## src/fcr_params.svh

```systemverilog
`ifndef FCR_PARAMS_SVH
`define FCR_PARAMS_SVH

// command opcodes
`define FCR_OP_REG_WRITE      8'h01
`define FCR_OP_CFG_READ       8'h35
`define FCR_OP_ANY_READ       8'h65
`define FCR_OP_ANY_WRITE      8'h71
`define FCR_OP_OTP_PROGRAM    8'h42

// any-register addresses of the two copies
`define FCR_ADDR_CFG1_NV      24'h000002
`define FCR_ADDR_CFG1_V       24'h800002

// field positions
`define FCR_BIT_DIR           5
`define FCR_BIT_SRC           3
`define FCR_BIT_PARAM         2
`define FCR_BIT_WIDE          1
`define FCR_BIT_FREEZE        0

// delivery values
`define FCR_NV_DELIVERED      8'h00
`define FCR_BP_DELIVERED      3'h0
`define FCR_BP_ALL            3'h7

// write times
`define FCR_T_NV_WRITE_NS     2000
`define FCR_T_V_WRITE_NS      50
`define FCR_CLK_PERIOD_NS     50
`define FCR_NV_CYCLES         ((`FCR_T_NV_WRITE_NS + `FCR_CLK_PERIOD_NS - 1) / `FCR_CLK_PERIOD_NS)
`define FCR_V_CYCLES          ((`FCR_T_V_WRITE_NS + `FCR_CLK_PERIOD_NS - 1) / `FCR_CLK_PERIOD_NS)

`endif

```

## src/fcr_pkg.sv

```systemverilog
package fcr_pkg;
  typedef enum logic [1:0] {FCR_IDLE, FCR_BUSY_NV, FCR_BUSY_V} fcr_state_t;
endpackage : fcr_pkg

```

## src/fcr_busy_timer.sv

```systemverilog
`timescale 1ns/1ns
`default_nettype none
module fcr_busy_timer (
  // clock and reset
  input  wire logic       i_clk_sys,
  input  wire logic       i_rst,
  // start with a cycle count
  input  wire logic       i_start,
  input  wire logic [7:0] i_cycles,
  // status
  output logic            o_busy,
  output logic            o_done
);
  logic [7:0] count;
  logic [7:0] next_count;
  logic       next_busy;
  logic       next_done;

  // one-shot countdown, done pulses the cycle busy falls
  always_comb begin
    next_count = count;
    next_busy  = o_busy;
    next_done  = 1'b0;
    if (i_start && !o_busy) begin
      next_count = i_cycles;
      next_busy  = 1'b1;
    end else if (o_busy) begin
      if (count <= 8'h01) begin
        next_busy = 1'b0;
        next_done = 1'b1;
        next_count = 8'h00;
      end else begin
        next_count = count - 8'h01;
      end
    end
  end

  always_ff @(posedge i_clk_sys or posedge i_rst) begin
    if (i_rst) begin
      count  <= 8'h00;
      o_busy <= 1'b0;
      o_done <= 1'b0;
    end else begin
      count  <= next_count;
      o_busy <= next_busy;
      o_done <= next_done;
    end
  end
endmodule : fcr_busy_timer
`default_nettype wire

```

## src/fcr_config_one.sv

```systemverilog
// Operation
// - source bit 0: nonvolatile protect level rules, register write programs it slowly
// - delivered with source bit 0 and nonvolatile protect level 000
// - source bit 1: nonvolatile level becomes 111, volatile level loads 111 on reset
// - source bit 1: register write changes only volatile level, fast
// - an OTP bit at 1 ignores writes of 0, no program error
// - param location bit 1 places parameter sectors top, 0 bottom
// - uniform sector layout makes param location bit reserved, no effect
// - protect direction and param location are independent bits
// - nv width bit is volatile reset default; nv instruction mode sets it
// - freeze default gives power-on lock value; users cannot program it
// - volatile register shadows direction, source and location read-only
// - width bit 1: protect pin is data two, data three is reset when deselected
// - width bit cannot clear while four-wire instruction mode is active; soft reset or 01h without config still reloads it from nv
// - register write updates nv and volatile width; any write may change volatile only
// - lock freezes protect levels, OTP bits, shadows and OTP memory; soft reset still reloads the volatile level from the nv level
// - locked register writes silently skip frozen bits; OTP program fails with error
// - lock clears only on power cycle or hardware reset, not soft reset
// - lock may be set by the same write that updates other fields
// - lock does not block status write disable or width bits
// - reads by 35h and 65h, writes by 01h and 71h
// - volatile width bit 1 selects quad, 0 dual or serial
`timescale 1ns/1ns
`default_nettype none
`include "fcr_params.svh"
module fcr_config_one (
  // clock and hardware reset (power-on or reset pin)
  input  wire logic       i_clk_sys,
  input  wire logic       i_rst,
  // decoded command from the spi front end, same clock
  input  wire logic       i_cmd_valid,
  input  wire logic [7:0] i_cmd_opcode,
  input  wire logic [23:0] i_cmd_addr,
  input  wire logic [7:0] i_cmd_status,
  input  wire logic [7:0] i_cmd_config,
  input  wire logic       i_cmd_has_config,
  input  wire logic       i_otp_addr_hit,
  input  wire logic       i_soft_reset,
  // other device state
  input  wire logic       i_uniform_sectors,
  input  wire logic       i_quad_instr_mode,
  input  wire logic       i_quad_instr_nv_set,
  // pins
  input  wire logic       i_cs_n_pin,
  input  wire logic       i_wp_n_pin,
  input  wire logic       i_io3_pin,
  // read data
  output logic [7:0]      o_read_data,
  output logic            o_read_valid,
  // status and controls
  output logic            o_busy,
  output logic            o_program_error,
  output logic [7:0]      o_config_one_nonvolatile,
  output logic [7:0]      o_config_one_volatile,
  output logic [2:0]      o_nonvolatile_protect_level,
  output logic [2:0]      o_volatile_protect_level,
  output logic [2:0]      o_active_protect_level,
  output logic            o_protect_from_bottom,
  output logic            o_params_at_top,
  output logic            o_quad_width,
  output logic            o_write_protect_active,
  output logic            o_io3_reset_req,
  output logic            o_status_write_disable_nv
);
  logic                    cs_n_s;
  logic                    wp_n_s;
  logic                    io3_s;
  logic [7:0]              nv;
  logic [2:0]              nonvolatile_protect_level;
  logic [2:0]              bp_v;
  logic                    wide_v;
  logic                    freeze;
  logic                    status_write_disable_nv;
  logic [7:0]              pend_nv;
  logic [2:0]              pend_nonvolatile_protect_level;
  logic                    pend_srwd;
  fcr_pkg::fcr_state_t     state;
  fcr_pkg::fcr_state_t     next_state;
  logic [7:0]              next_nv;
  logic [2:0]              next_nonvolatile_protect_level;
  logic [2:0]              next_bp_v;
  logic                    next_wide_v;
  logic                    next_freeze;
  logic                    next_srwd;
  logic [7:0]              next_pend_nv;
  logic [2:0]              next_pend_nonvolatile_protect_level;
  logic                    next_pend_srwd;
  logic                    next_perr;
  logic [7:0]              next_rdata;
  logic                    next_rvalid;
  logic                    tmr_start;
  logic [7:0]              tmr_cycles;
  logic                    tmr_busy;
  logic                    tmr_done;
  logic [7:0]              vol_view;
  logic [7:0]              req_nv;
  logic                    is_wrr;
  logic                    is_any_register_write_cmd_nv;
  logic                    is_any_register_write_cmd_v;
  logic                    src_next;

  // pins are asynchronous to the core clock
  fcr_sync u_sync_cs  (.i_clk_sys(i_clk_sys), .i_rst(i_rst), .i_async(i_cs_n_pin), .o_sync(cs_n_s));
  fcr_sync u_sync_wp  (.i_clk_sys(i_clk_sys), .i_rst(i_rst), .i_async(i_wp_n_pin), .o_sync(wp_n_s));
  fcr_sync u_sync_io3 (.i_clk_sys(i_clk_sys), .i_rst(i_rst), .i_async(i_io3_pin), .o_sync(io3_s));

  fcr_busy_timer u_timer (
    .i_clk_sys (i_clk_sys),
    .i_rst     (i_rst),
    .i_start   (tmr_start),
    .i_cycles  (tmr_cycles),
    .o_busy    (tmr_busy),
    .o_done    (tmr_done)
  );

  // volatile view: shadows track the nv bits directly
  always_comb begin
    vol_view                  = 8'h00;
    vol_view[`FCR_BIT_DIR]    = nv[`FCR_BIT_DIR];
    vol_view[`FCR_BIT_SRC]    = nv[`FCR_BIT_SRC];
    vol_view[`FCR_BIT_PARAM]  = nv[`FCR_BIT_PARAM];
    vol_view[`FCR_BIT_WIDE]   = wide_v;
    vol_view[`FCR_BIT_FREEZE] = freeze;
  end

  // command decode
  always_comb begin
    is_wrr     = i_cmd_valid && (i_cmd_opcode == `FCR_OP_REG_WRITE) && (state == fcr_pkg::FCR_IDLE);
    is_any_register_write_cmd_nv = i_cmd_valid && (i_cmd_opcode == `FCR_OP_ANY_WRITE) && (state == fcr_pkg::FCR_IDLE)
                 && (i_cmd_addr == `FCR_ADDR_CFG1_NV);
    is_any_register_write_cmd_v  = i_cmd_valid && (i_cmd_opcode == `FCR_OP_ANY_WRITE) && (state == fcr_pkg::FCR_IDLE)
                 && (i_cmd_addr == `FCR_ADDR_CFG1_V);
    // requested nv image: otp bits only go 0 to 1, freeze default never writable
    req_nv = nv;
    if (is_wrr && i_cmd_has_config || is_any_register_write_cmd_nv) begin
      if (!freeze) begin
        req_nv[`FCR_BIT_DIR]   = nv[`FCR_BIT_DIR]   | i_cmd_config[`FCR_BIT_DIR];
        req_nv[`FCR_BIT_SRC]   = nv[`FCR_BIT_SRC]   | i_cmd_config[`FCR_BIT_SRC];
        req_nv[`FCR_BIT_PARAM] = nv[`FCR_BIT_PARAM] | i_cmd_config[`FCR_BIT_PARAM];
      end
      // width bit ignores the lock, but cannot clear under four-wire mode
      req_nv[`FCR_BIT_WIDE] = i_cmd_config[`FCR_BIT_WIDE] | i_quad_instr_mode;
    end
    if (i_quad_instr_nv_set) begin
      req_nv[`FCR_BIT_WIDE] = 1'b1;
    end
    src_next = req_nv[`FCR_BIT_SRC];
  end

  // command execution and write timing
  always_comb begin
    next_state      = state;
    next_nv         = nv;
    next_nonvolatile_protect_level      = nonvolatile_protect_level;
    next_bp_v       = bp_v;
    next_wide_v     = wide_v;
    next_freeze     = freeze;
    next_srwd       = status_write_disable_nv;
    next_pend_nv    = pend_nv;
    next_pend_nonvolatile_protect_level = pend_nonvolatile_protect_level;
    next_pend_srwd  = pend_srwd;
    next_perr       = o_program_error;
    next_rdata      = o_read_data;
    next_rvalid     = 1'b0;
    tmr_start       = 1'b0;
    tmr_cycles      = 8'(`FCR_V_CYCLES);
    unique case (state)
      fcr_pkg::FCR_IDLE: begin
        if (i_cmd_valid && i_cmd_opcode == `FCR_OP_CFG_READ) begin
          next_rdata  = vol_view;
          next_rvalid = 1'b1;
        end else if (i_cmd_valid && i_cmd_opcode == `FCR_OP_ANY_READ) begin
          next_rdata  = (i_cmd_addr == `FCR_ADDR_CFG1_NV) ? nv :
                        (i_cmd_addr == `FCR_ADDR_CFG1_V) ? vol_view : 8'h00;
          next_rvalid = 1'b1;
        end else if (i_cmd_valid && i_cmd_opcode == `FCR_OP_OTP_PROGRAM && i_otp_addr_hit && freeze) begin
          next_perr = 1'b1;
        end else if (is_wrr) begin
          next_pend_nv   = req_nv;
          next_pend_srwd = i_cmd_status[7];
          next_pend_nonvolatile_protect_level = nonvolatile_protect_level;
          if (!freeze && !src_next) begin
            next_pend_nonvolatile_protect_level = i_cmd_status[4:2];
          end
          if (!freeze && src_next) begin
            next_bp_v = i_cmd_status[4:2];
          end
          next_freeze = freeze | (i_cmd_has_config & i_cmd_config[`FCR_BIT_FREEZE]);
          // only a pure volatile level update earns the short write time
          if (src_next && (req_nv == nv) && (i_cmd_status[7] == status_write_disable_nv)) begin
            tmr_cycles = 8'(`FCR_V_CYCLES);
          end else begin
            tmr_cycles = 8'(`FCR_NV_CYCLES);
          end
          tmr_start   = 1'b1;
          next_state  = fcr_pkg::FCR_BUSY_NV;
        end else if (is_any_register_write_cmd_nv) begin
          next_pend_nv    = req_nv;
          next_pend_nonvolatile_protect_level = nonvolatile_protect_level;
          next_pend_srwd  = status_write_disable_nv;
          tmr_cycles      = 8'(`FCR_NV_CYCLES);
          tmr_start       = 1'b1;
          next_state      = fcr_pkg::FCR_BUSY_NV;
        end else if (is_any_register_write_cmd_v) begin
          // volatile width and freeze bit, width refused to clear in four-wire mode
          next_wide_v = i_cmd_config[`FCR_BIT_WIDE] | i_quad_instr_mode;
          next_freeze = freeze | i_cmd_config[`FCR_BIT_FREEZE];
          tmr_start   = 1'b1;
          next_state  = fcr_pkg::FCR_BUSY_V;
        end else if (i_quad_instr_nv_set) begin
          next_nv[`FCR_BIT_WIDE] = 1'b1;
        end
      end
      fcr_pkg::FCR_BUSY_NV: begin
        if (tmr_done) begin
          next_nv     = pend_nv;
          next_srwd   = pend_srwd;
          next_wide_v = pend_nv[`FCR_BIT_WIDE];
          // setting the source bit forces the nv level to all-protected
          next_nonvolatile_protect_level  = pend_nv[`FCR_BIT_SRC] ? `FCR_BP_ALL : pend_nonvolatile_protect_level;
          next_state  = fcr_pkg::FCR_IDLE;
        end
      end
      fcr_pkg::FCR_BUSY_V: begin
        if (tmr_done) begin
          next_state = fcr_pkg::FCR_IDLE;
        end
      end
    endcase
    // soft reset reloads volatile copies, freeze kept
    if (i_soft_reset && state == fcr_pkg::FCR_IDLE) begin
      next_wide_v = nv[`FCR_BIT_WIDE];
      next_bp_v   = nonvolatile_protect_level;
      next_freeze = freeze;
    end
  end

  // nv bits survive only in reset values here; hardware reset reloads volatile from delivered nv
  always_ff @(posedge i_clk_sys or posedge i_rst) begin
    if (i_rst) begin
      state           <= fcr_pkg::FCR_IDLE;
      nv              <= `FCR_NV_DELIVERED;
      nonvolatile_protect_level           <= `FCR_BP_DELIVERED;
      bp_v            <= `FCR_BP_DELIVERED;
      wide_v          <= 1'b0;
      freeze          <= 1'b0;
      status_write_disable_nv         <= 1'b0;
      pend_nv         <= `FCR_NV_DELIVERED;
      pend_nonvolatile_protect_level      <= `FCR_BP_DELIVERED;
      pend_srwd       <= 1'b0;
      o_program_error <= 1'b0;
      o_read_data     <= 8'h00;
      o_read_valid    <= 1'b0;
    end else begin
      state           <= next_state;
      nv              <= next_nv;
      nonvolatile_protect_level           <= next_nonvolatile_protect_level;
      bp_v            <= next_bp_v;
      wide_v          <= next_wide_v;
      freeze          <= next_freeze;
      status_write_disable_nv         <= next_srwd;
      pend_nv         <= next_pend_nv;
      pend_nonvolatile_protect_level      <= next_pend_nonvolatile_protect_level;
      pend_srwd       <= next_pend_srwd;
      o_program_error <= next_perr;
      o_read_data     <= next_rdata;
      o_read_valid    <= next_rvalid;
    end
  end

  // registered views of the state; one cycle behind the source flops
  always_ff @(posedge i_clk_sys or posedge i_rst) begin
    if (i_rst) begin
      o_busy                      <= 1'b0;
      o_config_one_nonvolatile    <= 8'h00;
      o_config_one_volatile       <= 8'h00;
      o_nonvolatile_protect_level <= 3'h0;
      o_volatile_protect_level    <= 3'h0;
      o_active_protect_level      <= 3'h0;
      o_protect_from_bottom       <= 1'b0;
      o_params_at_top             <= 1'b0;
      o_quad_width                <= 1'b0;
      o_write_protect_active      <= 1'b0;
      o_io3_reset_req             <= 1'b0;
      o_status_write_disable_nv   <= 1'b0;
    end else begin
      o_busy                      <= tmr_busy;
      o_config_one_nonvolatile    <= nv;
      o_config_one_volatile       <= vol_view;
      o_nonvolatile_protect_level <= nonvolatile_protect_level;
      o_volatile_protect_level    <= bp_v;
      o_active_protect_level      <= nv[`FCR_BIT_SRC] ? bp_v : nonvolatile_protect_level;
      o_protect_from_bottom       <= nv[`FCR_BIT_DIR];
      o_params_at_top             <= nv[`FCR_BIT_PARAM] & !i_uniform_sectors;
      o_quad_width                <= wide_v;
      o_write_protect_active      <= !wide_v & !wp_n_s;
      o_io3_reset_req             <= wide_v & cs_n_s & !io3_s;
      o_status_write_disable_nv   <= status_write_disable_nv;
    end
  end
endmodule : fcr_config_one
`default_nettype wire

```

## src/fcr_sync.sv

```systemverilog
`timescale 1ns/1ns
`default_nettype none
module fcr_sync (
  // clock and reset
  input  wire logic i_clk_sys,
  input  wire logic i_rst,
  // level in and out
  input  wire logic i_async,
  output logic      o_sync
);
  logic stage1;
  logic next_stage1;
  logic next_sync;

  // two flops, first is read only by the second
  always_comb begin
    next_stage1 = i_async;
    next_sync   = stage1;
  end

  always_ff @(posedge i_clk_sys or posedge i_rst) begin
    // pins idle high; a low reset value would fake an active pin just after reset
    if (i_rst) begin
      stage1 <= 1'b1;
      o_sync <= 1'b1;
    end else begin
      stage1 <= next_stage1;
      o_sync <= next_sync;
    end
  end
endmodule : fcr_sync
`default_nettype wire

```

## config.mk

```make
export PLATFORM = sky130hd
export DESIGN_NAME = fcr_config_one
export DESIGN_NICKNAME = d
export VERILOG_FILES = /design/src/fcr_pkg.sv /design/src/fcr_busy_timer.sv /design/src/fcr_config_one.sv /design/src/fcr_sync.sv
export VERILOG_INCLUDE_DIRS = /design/src
export SDC_FILE = /design/constraint.sdc
export NUM_CORES = 1
export LEC_CHECK = 0
export ABC_CLOCK_PERIOD_IN_PS = 3600
export BUFFER_PORTS_ARGS = -buffer_cell sky130_fd_sc_hd__buf_4
export CAP_MARGIN = 20
export CORE_MARGIN = 2
export CORE_UTILIZATION = 35
export CTS_BUF_LIST = sky130_fd_sc_hd__clkbuf_4 sky130_fd_sc_hd__clkbuf_8
export CTS_CLUSTER_SIZE = 25
export DETAILED_ROUTE_END_ITERATION = 12
export SLEW_MARGIN = 15
export SYNTH_ARGS = -nofsm -noshare
export SYNTH_HDL_FRONTEND = slang
export SYNTH_SLANG_ARGS = --single-unit
```

## constraint.sdc

```tcl
create_clock -name i_clk_sys -period 3.6 [get_ports i_clk_sys]
set_input_delay 0.54 -clock i_clk_sys [delete_from_list [all_inputs] [get_ports i_clk_sys]]
set_output_delay 0.54 -clock i_clk_sys [all_outputs]
set_load 0.1 [all_outputs]
```

After elaboration in Yosys (flattened, before gate mapping)
Index checks and enable logic that the tools add are counted.
- add/sub/neg operators: 1
- magnitude comparators: 1
- eq/ne operators: 32
- muxes and demuxes: 80
- bitwise gates (word level): 15
- reductions and logical operators: 46
- operator list (kind ; number):
    $mux W8 ; 13
    $mux W1 ; 39
    $mux W3 ; 13
    $eq A24 B2 Y1 const B ; 1
    $eq A24 B24 Y1 const B ; 1
    $eq A8 B7 Y1 const B ; 3
    $ne A3 B2 Y1 const B ; 7
    $logic_and A1 B1 Y1 ; 18
    $mux W2 ; 9
    $mux W6 ; 3
    $ne A2 B2 Y1 const B ; 8
    $reduce_bool A2 Y1 ; 8
    $ne A2 B1 Y1 const B ; 5
    $reduce_and A5 Y1 ; 2
    $reduce_and A9 Y1 ; 1
    $eq A8 B1 Y1 const B ; 1
    $eq A8 B6 Y1 const B ; 1
    $le A8 B1 Y1 const B ; 1
    $reduce_and A8 Y1 ; 1
    $sub A8 B1 Y8 const B ; 1
    $logic_not A1 Y1 ; 7
    $reduce_and A7 Y1 ; 1
    $or A1 B1 Y1 ; 6
    $reduce_and A6 Y1 ; 1
    15 further kinds ; 24
- bits in registers: 86
- bits of input ports: 60
- word-level logic and storage cells: 210

Longest topological paths before layout
Gate-level depths: netlist of the first run.
- depth in word-level cells: 17
- gate-level depth with buffers: 10
- depth with buffers taken out: 8

Cells and area by module
A second synthesis of the first run with hierarchy kept.
- cells, all modules: 350
- area total of the unflattened synthesis: 3963.8 um2
- by module, submodules not included (module ; instances ; cells an instance ; area each (um2) ; seq. area each (um2)):
    fcr_config_one ; 1 ; 277 ; 3158.0 ; 1626.6
    fcr_busy_timer ; 1 ; 64 ; 636.9 ; 250.2
    fcr_sync ; 3 ; 3 ; 56.3 ; 52.6

Worst setup path after synthesis of the first run
No wires, ideal clock.
- kind: reg2reg
- start point: register state[0]
- end point: register bp_v[0]
- setup time: 125 ps
- arrival time: 2150 ps
- required time: 3475 ps
- slack: 1325 ps
- cell stages (with the launch flop): 11
- buffers on the path: 2
- clock period less this slack: 2275 ps
- path through: dfrtp_1 -> inv_1 -> ha_1 -> and4bb_1 -> and3_1 -> buf_6 -> and2_4 -> or2_1 -> buf_6 -> a22oi_4 -> mux2_4
- longest elaborated chain between the ends: 8
- ends and longest elaborated chain (element ; RTL line ; source):
    start: declaration ; fcr_config_one.sv:77 ; fcr_pkg::fcr_state_t state;
    start signal: assignment ; fcr_config_one.sv:241 ; state <= fcr_pkg::FCR_IDLE;
    start signal: assignment ; fcr_config_one.sv:255 ; state <= next_state;
    $logic_not A2 Y1 (*) ; n/a ;
    $logic_and A1 B1 Y1 (on tied branches) ; fcr_config_one.sv:128, fcr_config_one.sv:129 ;
    $logic_and A1 B1 Y1 (on tied branches) ; fcr_config_one.sv:135, fcr_config_one.sv:129 ;
    $logic_or A1 B1 Y1 ; fcr_config_one.sv:135 ; if (is_wrr && i_cmd_has_config || is_any_register_write_cmd_nv) begin
    $mux W3 ; fcr_config_one.sv:135 ;
    $logic_and A1 B1 Y1 ; fcr_config_one.sv:185 ; if (!freeze && src_next) begin
    $reduce_bool A2 Y1 (no source line) ; n/a ;
    $reduce_and A6 Y1 (no source line) ; n/a ;
    end signal: assignment ; fcr_config_one.sv:244 ; bp_v <= `FCR_BP_DELIVERED;
    end signal: assignment ; fcr_config_one.sv:258 ; bp_v <= next_bp_v;
    end: declaration ; fcr_config_one.sv:70 ; logic [2:0] bp_v;
Mark *: on every way between the ends. The rest lies on a longest branch, timed or not.
A chain may end at the register's enable or synchronous reset.

Final worst setup path of the first run
- start point: register state[0]
- end point: register u_timer.count[0]
- longest elaborated chain between the ends: 16
- ends and longest elaborated chain (element ; RTL line ; source):
    $logic_not A2 Y1 (*) ; n/a ;
    $logic_and A1 B1 Y1 (on tied branches) ; fcr_config_one.sv:128, fcr_config_one.sv:129, fcr_config_one.sv:131 ;
    $logic_and A1 B1 Y1 (on tied branches) ; fcr_config_one.sv:135, fcr_config_one.sv:129 ;
    $logic_or A1 B1 Y1 ; fcr_config_one.sv:135 ;
    $mux W3 ; fcr_config_one.sv:135 ;
    $mux W1 ; fcr_config_one.sv:144 ; if (i_quad_instr_nv_set) begin
    $eq A4 B4 Y1 ; fcr_config_one.sv:190 ; if (src_next && (req_nv == nv) && (i_cmd_status[7] == status_write_disable_nv)) begin
    $logic_and A1 B1 Y1 (2 in series) ; fcr_config_one.sv:190 ;
    $mux W6 ; fcr_config_one.sv:190 ;
    $mux W8 ; fcr_config_one.sv:178 ; end else if (is_wrr) begin
    $mux W8 ; fcr_config_one.sv:176 ; end else if (i_cmd_valid && i_cmd_opcode == `FCR_OP_OTP_PROGRAM && i_otp_addr_hit && freeze) begin
    $mux W8 ; fcr_config_one.sv:172 ; end else if (i_cmd_valid && i_cmd_opcode == `FCR_OP_ANY_READ) begin
    $mux W8 ; fcr_config_one.sv:169 ; if (i_cmd_valid && i_cmd_opcode == `FCR_OP_CFG_READ) begin
    $mux W8 ; fcr_config_one.sv:167 ; unique case (state)
    $mux W8 ; fcr_busy_timer.sv:24 ; if (i_start && !o_busy) begin
    end signal: assignment ; fcr_busy_timer.sv:44 ; count <= next_count;
    end: declaration ; fcr_busy_timer.sv:14 ; logic [7:0] count;
Marked as above.

==> flow_metrics.env, run 1 <==
export IMPL_rrSetupSlack_ps=920
export IMPL_drt_vias_per_instance=4.87
export IMPL_final_common_cell="buf_4"
export IMPL_hold_worst_slack_ps=270
export IMPL_grt_pass1_wl_um=12600
export IMPL_start_util_pct=36.3
export IMPL_grt_usage_pct=14.5
export IMPL_cts_resized=0
export IMPL_drc=0
export IMPL_period_share_pct=74.6
export IMPL_antenna_found_initial=0
export IMPL_rows=36
export IMPL_worstReg2RegEnd="u_timer.count[0]"
export IMPL_drive_gt1_share_pct=36.2
export IMPL_wl_um=7800
export IMPL_setup_violations=0
export IMPL_tns_ps=0
export IMPL_async_flop_share_pct=100
export IMPL_area_delta_synth_final_pct=27.4
export IMPL_root_buffer="clkbuf_8"
export IMPL_r2r_start="state[0]"
export IMPL_die_h_um=105
export IMPL_drv_cap=0
export IMPL_overflow=0
export IMPL_worstMarginPinSlew_ps=951
export IMPL_placed_cells=526
export IMPL_vias=2641
export IMPL_internal_power_mw=1.32
export IMPL_ys_warnings_count=0
export IMPL_grt_start_max_net_pins=44
export IMPL_io_buffers=91
export IMPL_drt_pass1_iterations=4
export IMPL_fin_crit_ps=2680
export IMPL_ys_ff_latch=81
export IMPL_wl_per_cell_um=14.4
export IMPL_seq_area_frac_synth_pct=56.9
export IMPL_post_cts_buffers=0
export IMPL_power_frac_clock_pct=39.8
export IMPL_hold_class="primary input to async pin"
export IMPL_setup_ws_ps=916
export IMPL_ios=102
export IMPL_outcome="finished, final reports clean"
export IMPL_hold_violations=0
export IMPL_comb_power_share_pct=7.1
export IMPL_layout_common_cells="buf_4 (93), dfrtp_1 (75), nand2_1 (36)"
export IMPL_cp_required_ps=3850
export IMPL_hold_buffers=0
export IMPL_die_area_um2=11000
export IMPL_swShare_pct=24.2
export IMPL_grt_setup_unrepaired="false"
export IMPL_seqPwrFrac_pct=53.0
export IMPL_cts_tree="yes"
export IMPL_worstSetupStartpointType="flop"
export IMPL_maxSlewViolCount=0
export IMPL_clock_sinks=81
export IMPL_place_hpwl_um=5810
export IMPL_pre_cts_slack_ps=849
export IMPL_instances_no_fill=542
export IMPL_drtIter0Drc=133
export IMPL_crit_path_end_kind="flop"
export IMPL_diodes=0
export IMPL_fmax_mhz=373
export IMPL_vdd_ir_drop_worst_v=0.000187
export IMPL_slew_headroom_pct=36.0
export IMPL_synth_flop_cell="dfrtp_1"
export IMPL_die_w_um=105
export IMPL_h_tree_depth=3
export IMPL_p_leak_nw=2.26
export IMPL_grt_pass1_vias=2606
export IMPL_arrival_ps=2930
export IMPL_clock_latency_ps=350
export IMPL_yosysUniqueCellTypes=52
export IMPL_core_area_um2=9860
export IMPL_skew_ps=6.27
export IMPL_r2r_cells=9
export IMPL_clockBufferDepth=2
export IMPL_synth_edf_count=0
export IMPL_power_density_nw_per_um2=381
export IMPL_numCtsBuffers=9
export IMPL_synthCells=314
export IMPL_criticalPathCategory="flop to flop"
export IMPL_synth_area_um2=3580
export IMPL_gp_congestion=0.805
export IMPL_utilization_pct=46.2
export IMPL_crit_fanout=16
export IMPL_cts_reportedPaths_clkPinSlew_ps=90
export IMPL_switchingPower_mw=0.420
export IMPL_antenna_left=0
export IMPL_syn_avg_cell_area_um2=11.4
export IMPL_fin_nets=470
cells in the mapped netlist (2+ instances only):
cell type | number | area share, %
a22o_1 | 4 | 0.98
nor3_1 | 11 | 1.5
mux2i_1 | 6 | 1.7
xnor2_1 | 2 | 0.49
nor4_2 | 2 | 0.70
buf_6 | 2 | 0.63
nand2b_1 | 2 | 0.35
o22ai_1 | 3 | 0.52
o31ai_1 | 2 | 0.42
dfrtp_1 | 75 | 52
inv_1 | 12 | 1.3
a21o_1 | 2 | 0.42
xor2_1 | 2 | 0.49
nand4_1 | 4 | 0.70
ha_1 | 6 | 2.1
a31oi_1 | 4 | 0.70
and3_1 | 2 | 0.35
a221oi_1 | 2 | 0.49
nor2b_1 | 2 | 0.35
a21oi_1 | 7 | 0.98
clkbuf_1 | 4 | 0.42
nand2_1 | 36 | 3.8
mux2_4 | 3 | 1.3
nor2_1 | 28 | 2.9
buf_2 | 2 | 0.28
nand3_1 | 8 | 1.1
o211ai_1 | 2 | 0.42
and4b_1 | 2 | 0.56
buf_4 | 8 | 1.7
o21ai_0 | 17 | 2.4
nor4_1 | 5 | 0.87
nor3b_1 | 2 | 0.42
dfstp_2 | 6 | 4.4
mux2_2 | 20 | 6.3
nand3b_1 | 2 | 0.42
critical path: stages (launching register included):
cell	delay [ps]
dfrtp_1	410
inv_1	120
ha_1	260
and4bb_1	290
nand4_1	190
nor4_4	360
nor2_1	220
buf_4	250
a311o_1	370
o21a_1	120
power by group through the flow:
stage / registers [mW] / clock network [mW] / logic (mW)
6_report: 0.920 / 0.691 / 0.124
5_1_grt: 0.921 / 0.746 / 0.133
2_1_floorplan: 0.951 / 0 / 0.0495
3_5_place_dp: 0.938 / 0 / 0.125
4_1_cts: 0.920 / 0.709 / 0.125
3_3_place_gp: 0.938 / 0 / 0.124
cells by family (layout without fill, tap and decap cells):
logic type | count (synthesis) | count (layout) | share of synthesized area, %
AND/OR/NAND/NOR | 115 | 115 | 17.1
flip-flops | 81 | 81 | 56.9
AO/OA/AOI/OAI | 50 | 50 | 9.31
multiplexers | 29 | 29 | 9.24
buffers and inverters | 28 | 121 | 4.27
adder cells (fa/ha/maj) | 6 | 6 | 2.10
XOR/XNOR | 4 | 4 | 0.980
other | 1 | 3 | 0.105
per-stage QoR:
step	instance area (um2)	power, mW
3_3_place_gp	4340	1.06
2_1_floorplan	3580	1.00
6_report	4550	1.74
4_1_cts	4550	1.76
5_1_grt	4550	1.80
3_5_place_dp	4340	1.06
how the worst max path moves through the flow:
stage | from | endpoint | slack (ps) | cells past startpoint
floorplan | i_rst | bp_v[0] | 990 | 1
global placement | i_cmd_opcode[7] | u_timer.count[0] | 860 | 8
detailed placement | i_cmd_opcode[7] | u_timer.count[0] | 850 | 8
CTS | state[0] | u_timer.count[0] | 910 | 9
global route | state[0] | u_timer.count[0] | 730 | 9
finish | state[0] | u_timer.count[0] | 920 | 9
metal layers:
| layer | global-route usage, % | vias to the layer above | wire length (um) |
|---|---|---|---|
| met5 | 0 | - | 0 |
| met4 | 4.19 | 0 | 129 |
| met3 | 4.18 | 13 | 384 |
| met2 | 23.8 | 65 | 3770 |
| met1 | 18.5 | 1295 | 3510 |
| li1 | - | 1268 | - |
registers in the layout, summed over array words and instances, names as in the netlist, 2 cells and up:
| signal | count |
|---|---|
| nonvolatile_protect_level | 3 |
| o_volatile_protect_level | 3 |
| nv | 8 |
| o_config_one_volatile | 4 |
| u_timer.count | 8 |
| o_nonvolatile_protect_level | 3 |
| pend_nonvolatile_protect_level | 3 |
| o_read_data | 8 |
| pend_nv | 8 |
| state | 2 |
| o_config_one_nonvolatile | 6 |
| bp_v | 3 |
| o_active_protect_level | 3 |
area by class of cell:
class / count / area [um2]
Sequential cell: 81 / 2030
Clock buffer: 10 / 138
Fill cell: 944 / 5310
Clock inverter: 6 / 75.1
Tap cell: 133 / 166
Multi-Input combinational cell: 207 / 1400
Timing Repair Buffer: 93 / 698
Inverter: 12 / 46.3
Power figures use the tool's default switching activity.
==> run 2, diff against run 1 <==
Settings changed: ABC_CLOCK_PERIOD_IN_PS 3600 to 2600.
Clock period 3.6 ns to 2.6 ns, I/O delays scaled along.
==> run 2 against run 1 <==
Non-clock buffer count increased by 8; global-route usage increased by 1.2 points; first-iteration DRC count increased by 3.8%; via count up 1.2%; critical path type unchanged; critical endpoint unchanged; largest cell class unchanged.
==> flow_metrics.env, run 2 (synthesis gave the netlist of run 1 again) <==
export IMPL_outcome="finished, final reports clean"
export IMPL_p_leak_nw=2.30
export IMPL_diodes=0
export IMPL_drt_vias_per_instance=4.86
export IMPL_die_h_um=105
export IMPL_worstSetupStartpointType="flop"
export IMPL_final_common_cell="buf_4"
export IMPL_rows=36
export IMPL_gp_congestion=0.824
export IMPL_hold_buffers=0
export IMPL_crit_fanout=6
export IMPL_root_buffer="clkbuf_8"
export IMPL_grt_pass1_vias=2716
export IMPL_crit_path_end_kind="flop"
export IMPL_grt_pass1_wl_um=13600
export IMPL_place_hpwl_um=6000
export IMPL_crit_path_start="state[0]"
export IMPL_area_delta_synth_final_pct=29.3
export IMPL_finalPower_mw=2.36
export IMPL_criticalPathCategory="flop to flop"
export IMPL_overflow=0
export IMPL_maxSlewViolCount=0
export IMPL_hold_class="primary input to async pin"
export IMPL_cts_tree="yes"
export IMPL_fmax_mhz=406
export IMPL_grt_usage_pct=15.7
export IMPL_hold_worst_slack_ps=107
export IMPL_h_tree_depth=3
export IMPL_core_area_um2=9860
export IMPL_arrival_ps=2710
export IMPL_hold_violations=0
export IMPL_grt_start_max_net_pins=82
export IMPL_drtIter0Drc=138
export IMPL_drv_cap=0
export IMPL_drc=0
export IMPL_clockBufferDepth=2
export IMPL_cp_required_ps=2850
export IMPL_period_share_pct=94.8
export IMPL_cts_reportedPaths_clkPinSlew_ps=80
export IMPL_r2r_start="state[0]"
export IMPL_wl_per_cell_um=14.8
export IMPL_drt_pass1_iterations=4
export IMPL_ios=102
export IMPL_drive_gt1_share_pct=37.9
export IMPL_slew_headroom_pct=53.3
export IMPL_numCtsBuffers=9
export IMPL_pre_cts_slack_ps=225
export IMPL_setup_ws_ps=136
export IMPL_fin_nets=478
export IMPL_start_util_pct=36.3
export IMPL_clock_latency_ps=350
export IMPL_layout_common_cells="buf_4 (100), dfrtp_1 (75), nand2_1 (36)"
export IMPL_tns_ps=0
export IMPL_fin_crit_ps=2460
export IMPL_antenna_left=0
export IMPL_io_buffers=91
export IMPL_setup_violations=0
export IMPL_worstMarginPinSlew_ps=696
export IMPL_wl_um=8150
export IMPL_clock_sinks=81
export IMPL_antenna_found_initial=0
export IMPL_die_area_um2=11000
export IMPL_power_density_nw_per_um2=511
export IMPL_skew_ps=7.83
export IMPL_vias=2674
export IMPL_die_w_um=105
export IMPL_vdd_ir_drop_worst_v=0.000209
-- run 2: per-stage QoR --
| step | instances | cell area (um2) | util (%) |
|---|---|---|---|
| after floorplan | 316 | 3580 | - |
| after global placement | 532 | 4400 | 44.6 |
| after detailed placement | 532 | 4400 | 44.6 |
| after CTS | 548 | 4590 | 46.6 |
| after global routing | 550 | 4620 | 46.9 |
| final | 550 | 4620 | 46.9 |
-- run 2: area by class of cell --
class | instances | area (um2)
Sequential cell | 81 | 2030
Fill cell | 931 | 5240
Tap cell | 133 | 166
Clock inverter | 5 | 56.3
Multi-Input combinational cell | 207 | 1410
Inverter | 12 | 46.3
Clock buffer | 11 | 139
Timing Repair Buffer | 101 | 771
-- run 2: repair_timing --
action                                  4_1_cts  5_1_grt
endpoints found under the setup margin        0        7
setup buffers                                 0        2
gates resized for setup                       0        3
-- run 2: worst paths after layout --
kind | end | slack (ps) | depth (start not counted)
setup / recovery | u_timer.count[0] | 140 | 8
hold / removal | o_nonvolatile_protect_level[2] | 110 | 3
setup reg to reg | u_timer.count[0] | 140 | 8
hold reg to reg | u_sync_cs.o_sync | 360 | 0
max in group asynchronous | u_sync_wp.next_sync | 2130 | 3
min in group i_clk_sys | u_sync_io3.next_sync | 140 | 1
-- run 2: per-layer routing --
metal / vias up / global-route usage [%] / part of all wire (%)
met4: 0 / 6.29 / 1.4
met3: 12 / 2.99 / 4.8
met2: 77 / 26.3 / 50
li1: 1289 / - / -
met1: 1296 / 20.0 / 44
met5: - / 0 / 0
-- run 2: power by group --
part / internal, mW / switching [mW] / total [mW] / leakage [nW]
logic: 0.0702 / 0.104 / 0.175 / 1.15
registers: 1.27 / 0.00386 / 1.27 / 1.05
clock network: 0.464 / 0.451 / 0.915 / 0.100
total: 1.80 / 0.560 / 2.36 / 2.30
-- run 2: critical path, stage by stage (launching register included) --
cell and delay, ps:
dfrtp_1 410, inv_1 160, ha_4 180, and4bb_1 270, nand4_1 170, nor4_4 470, o21ai_1 160, a311o_1 420
o21a_1 120
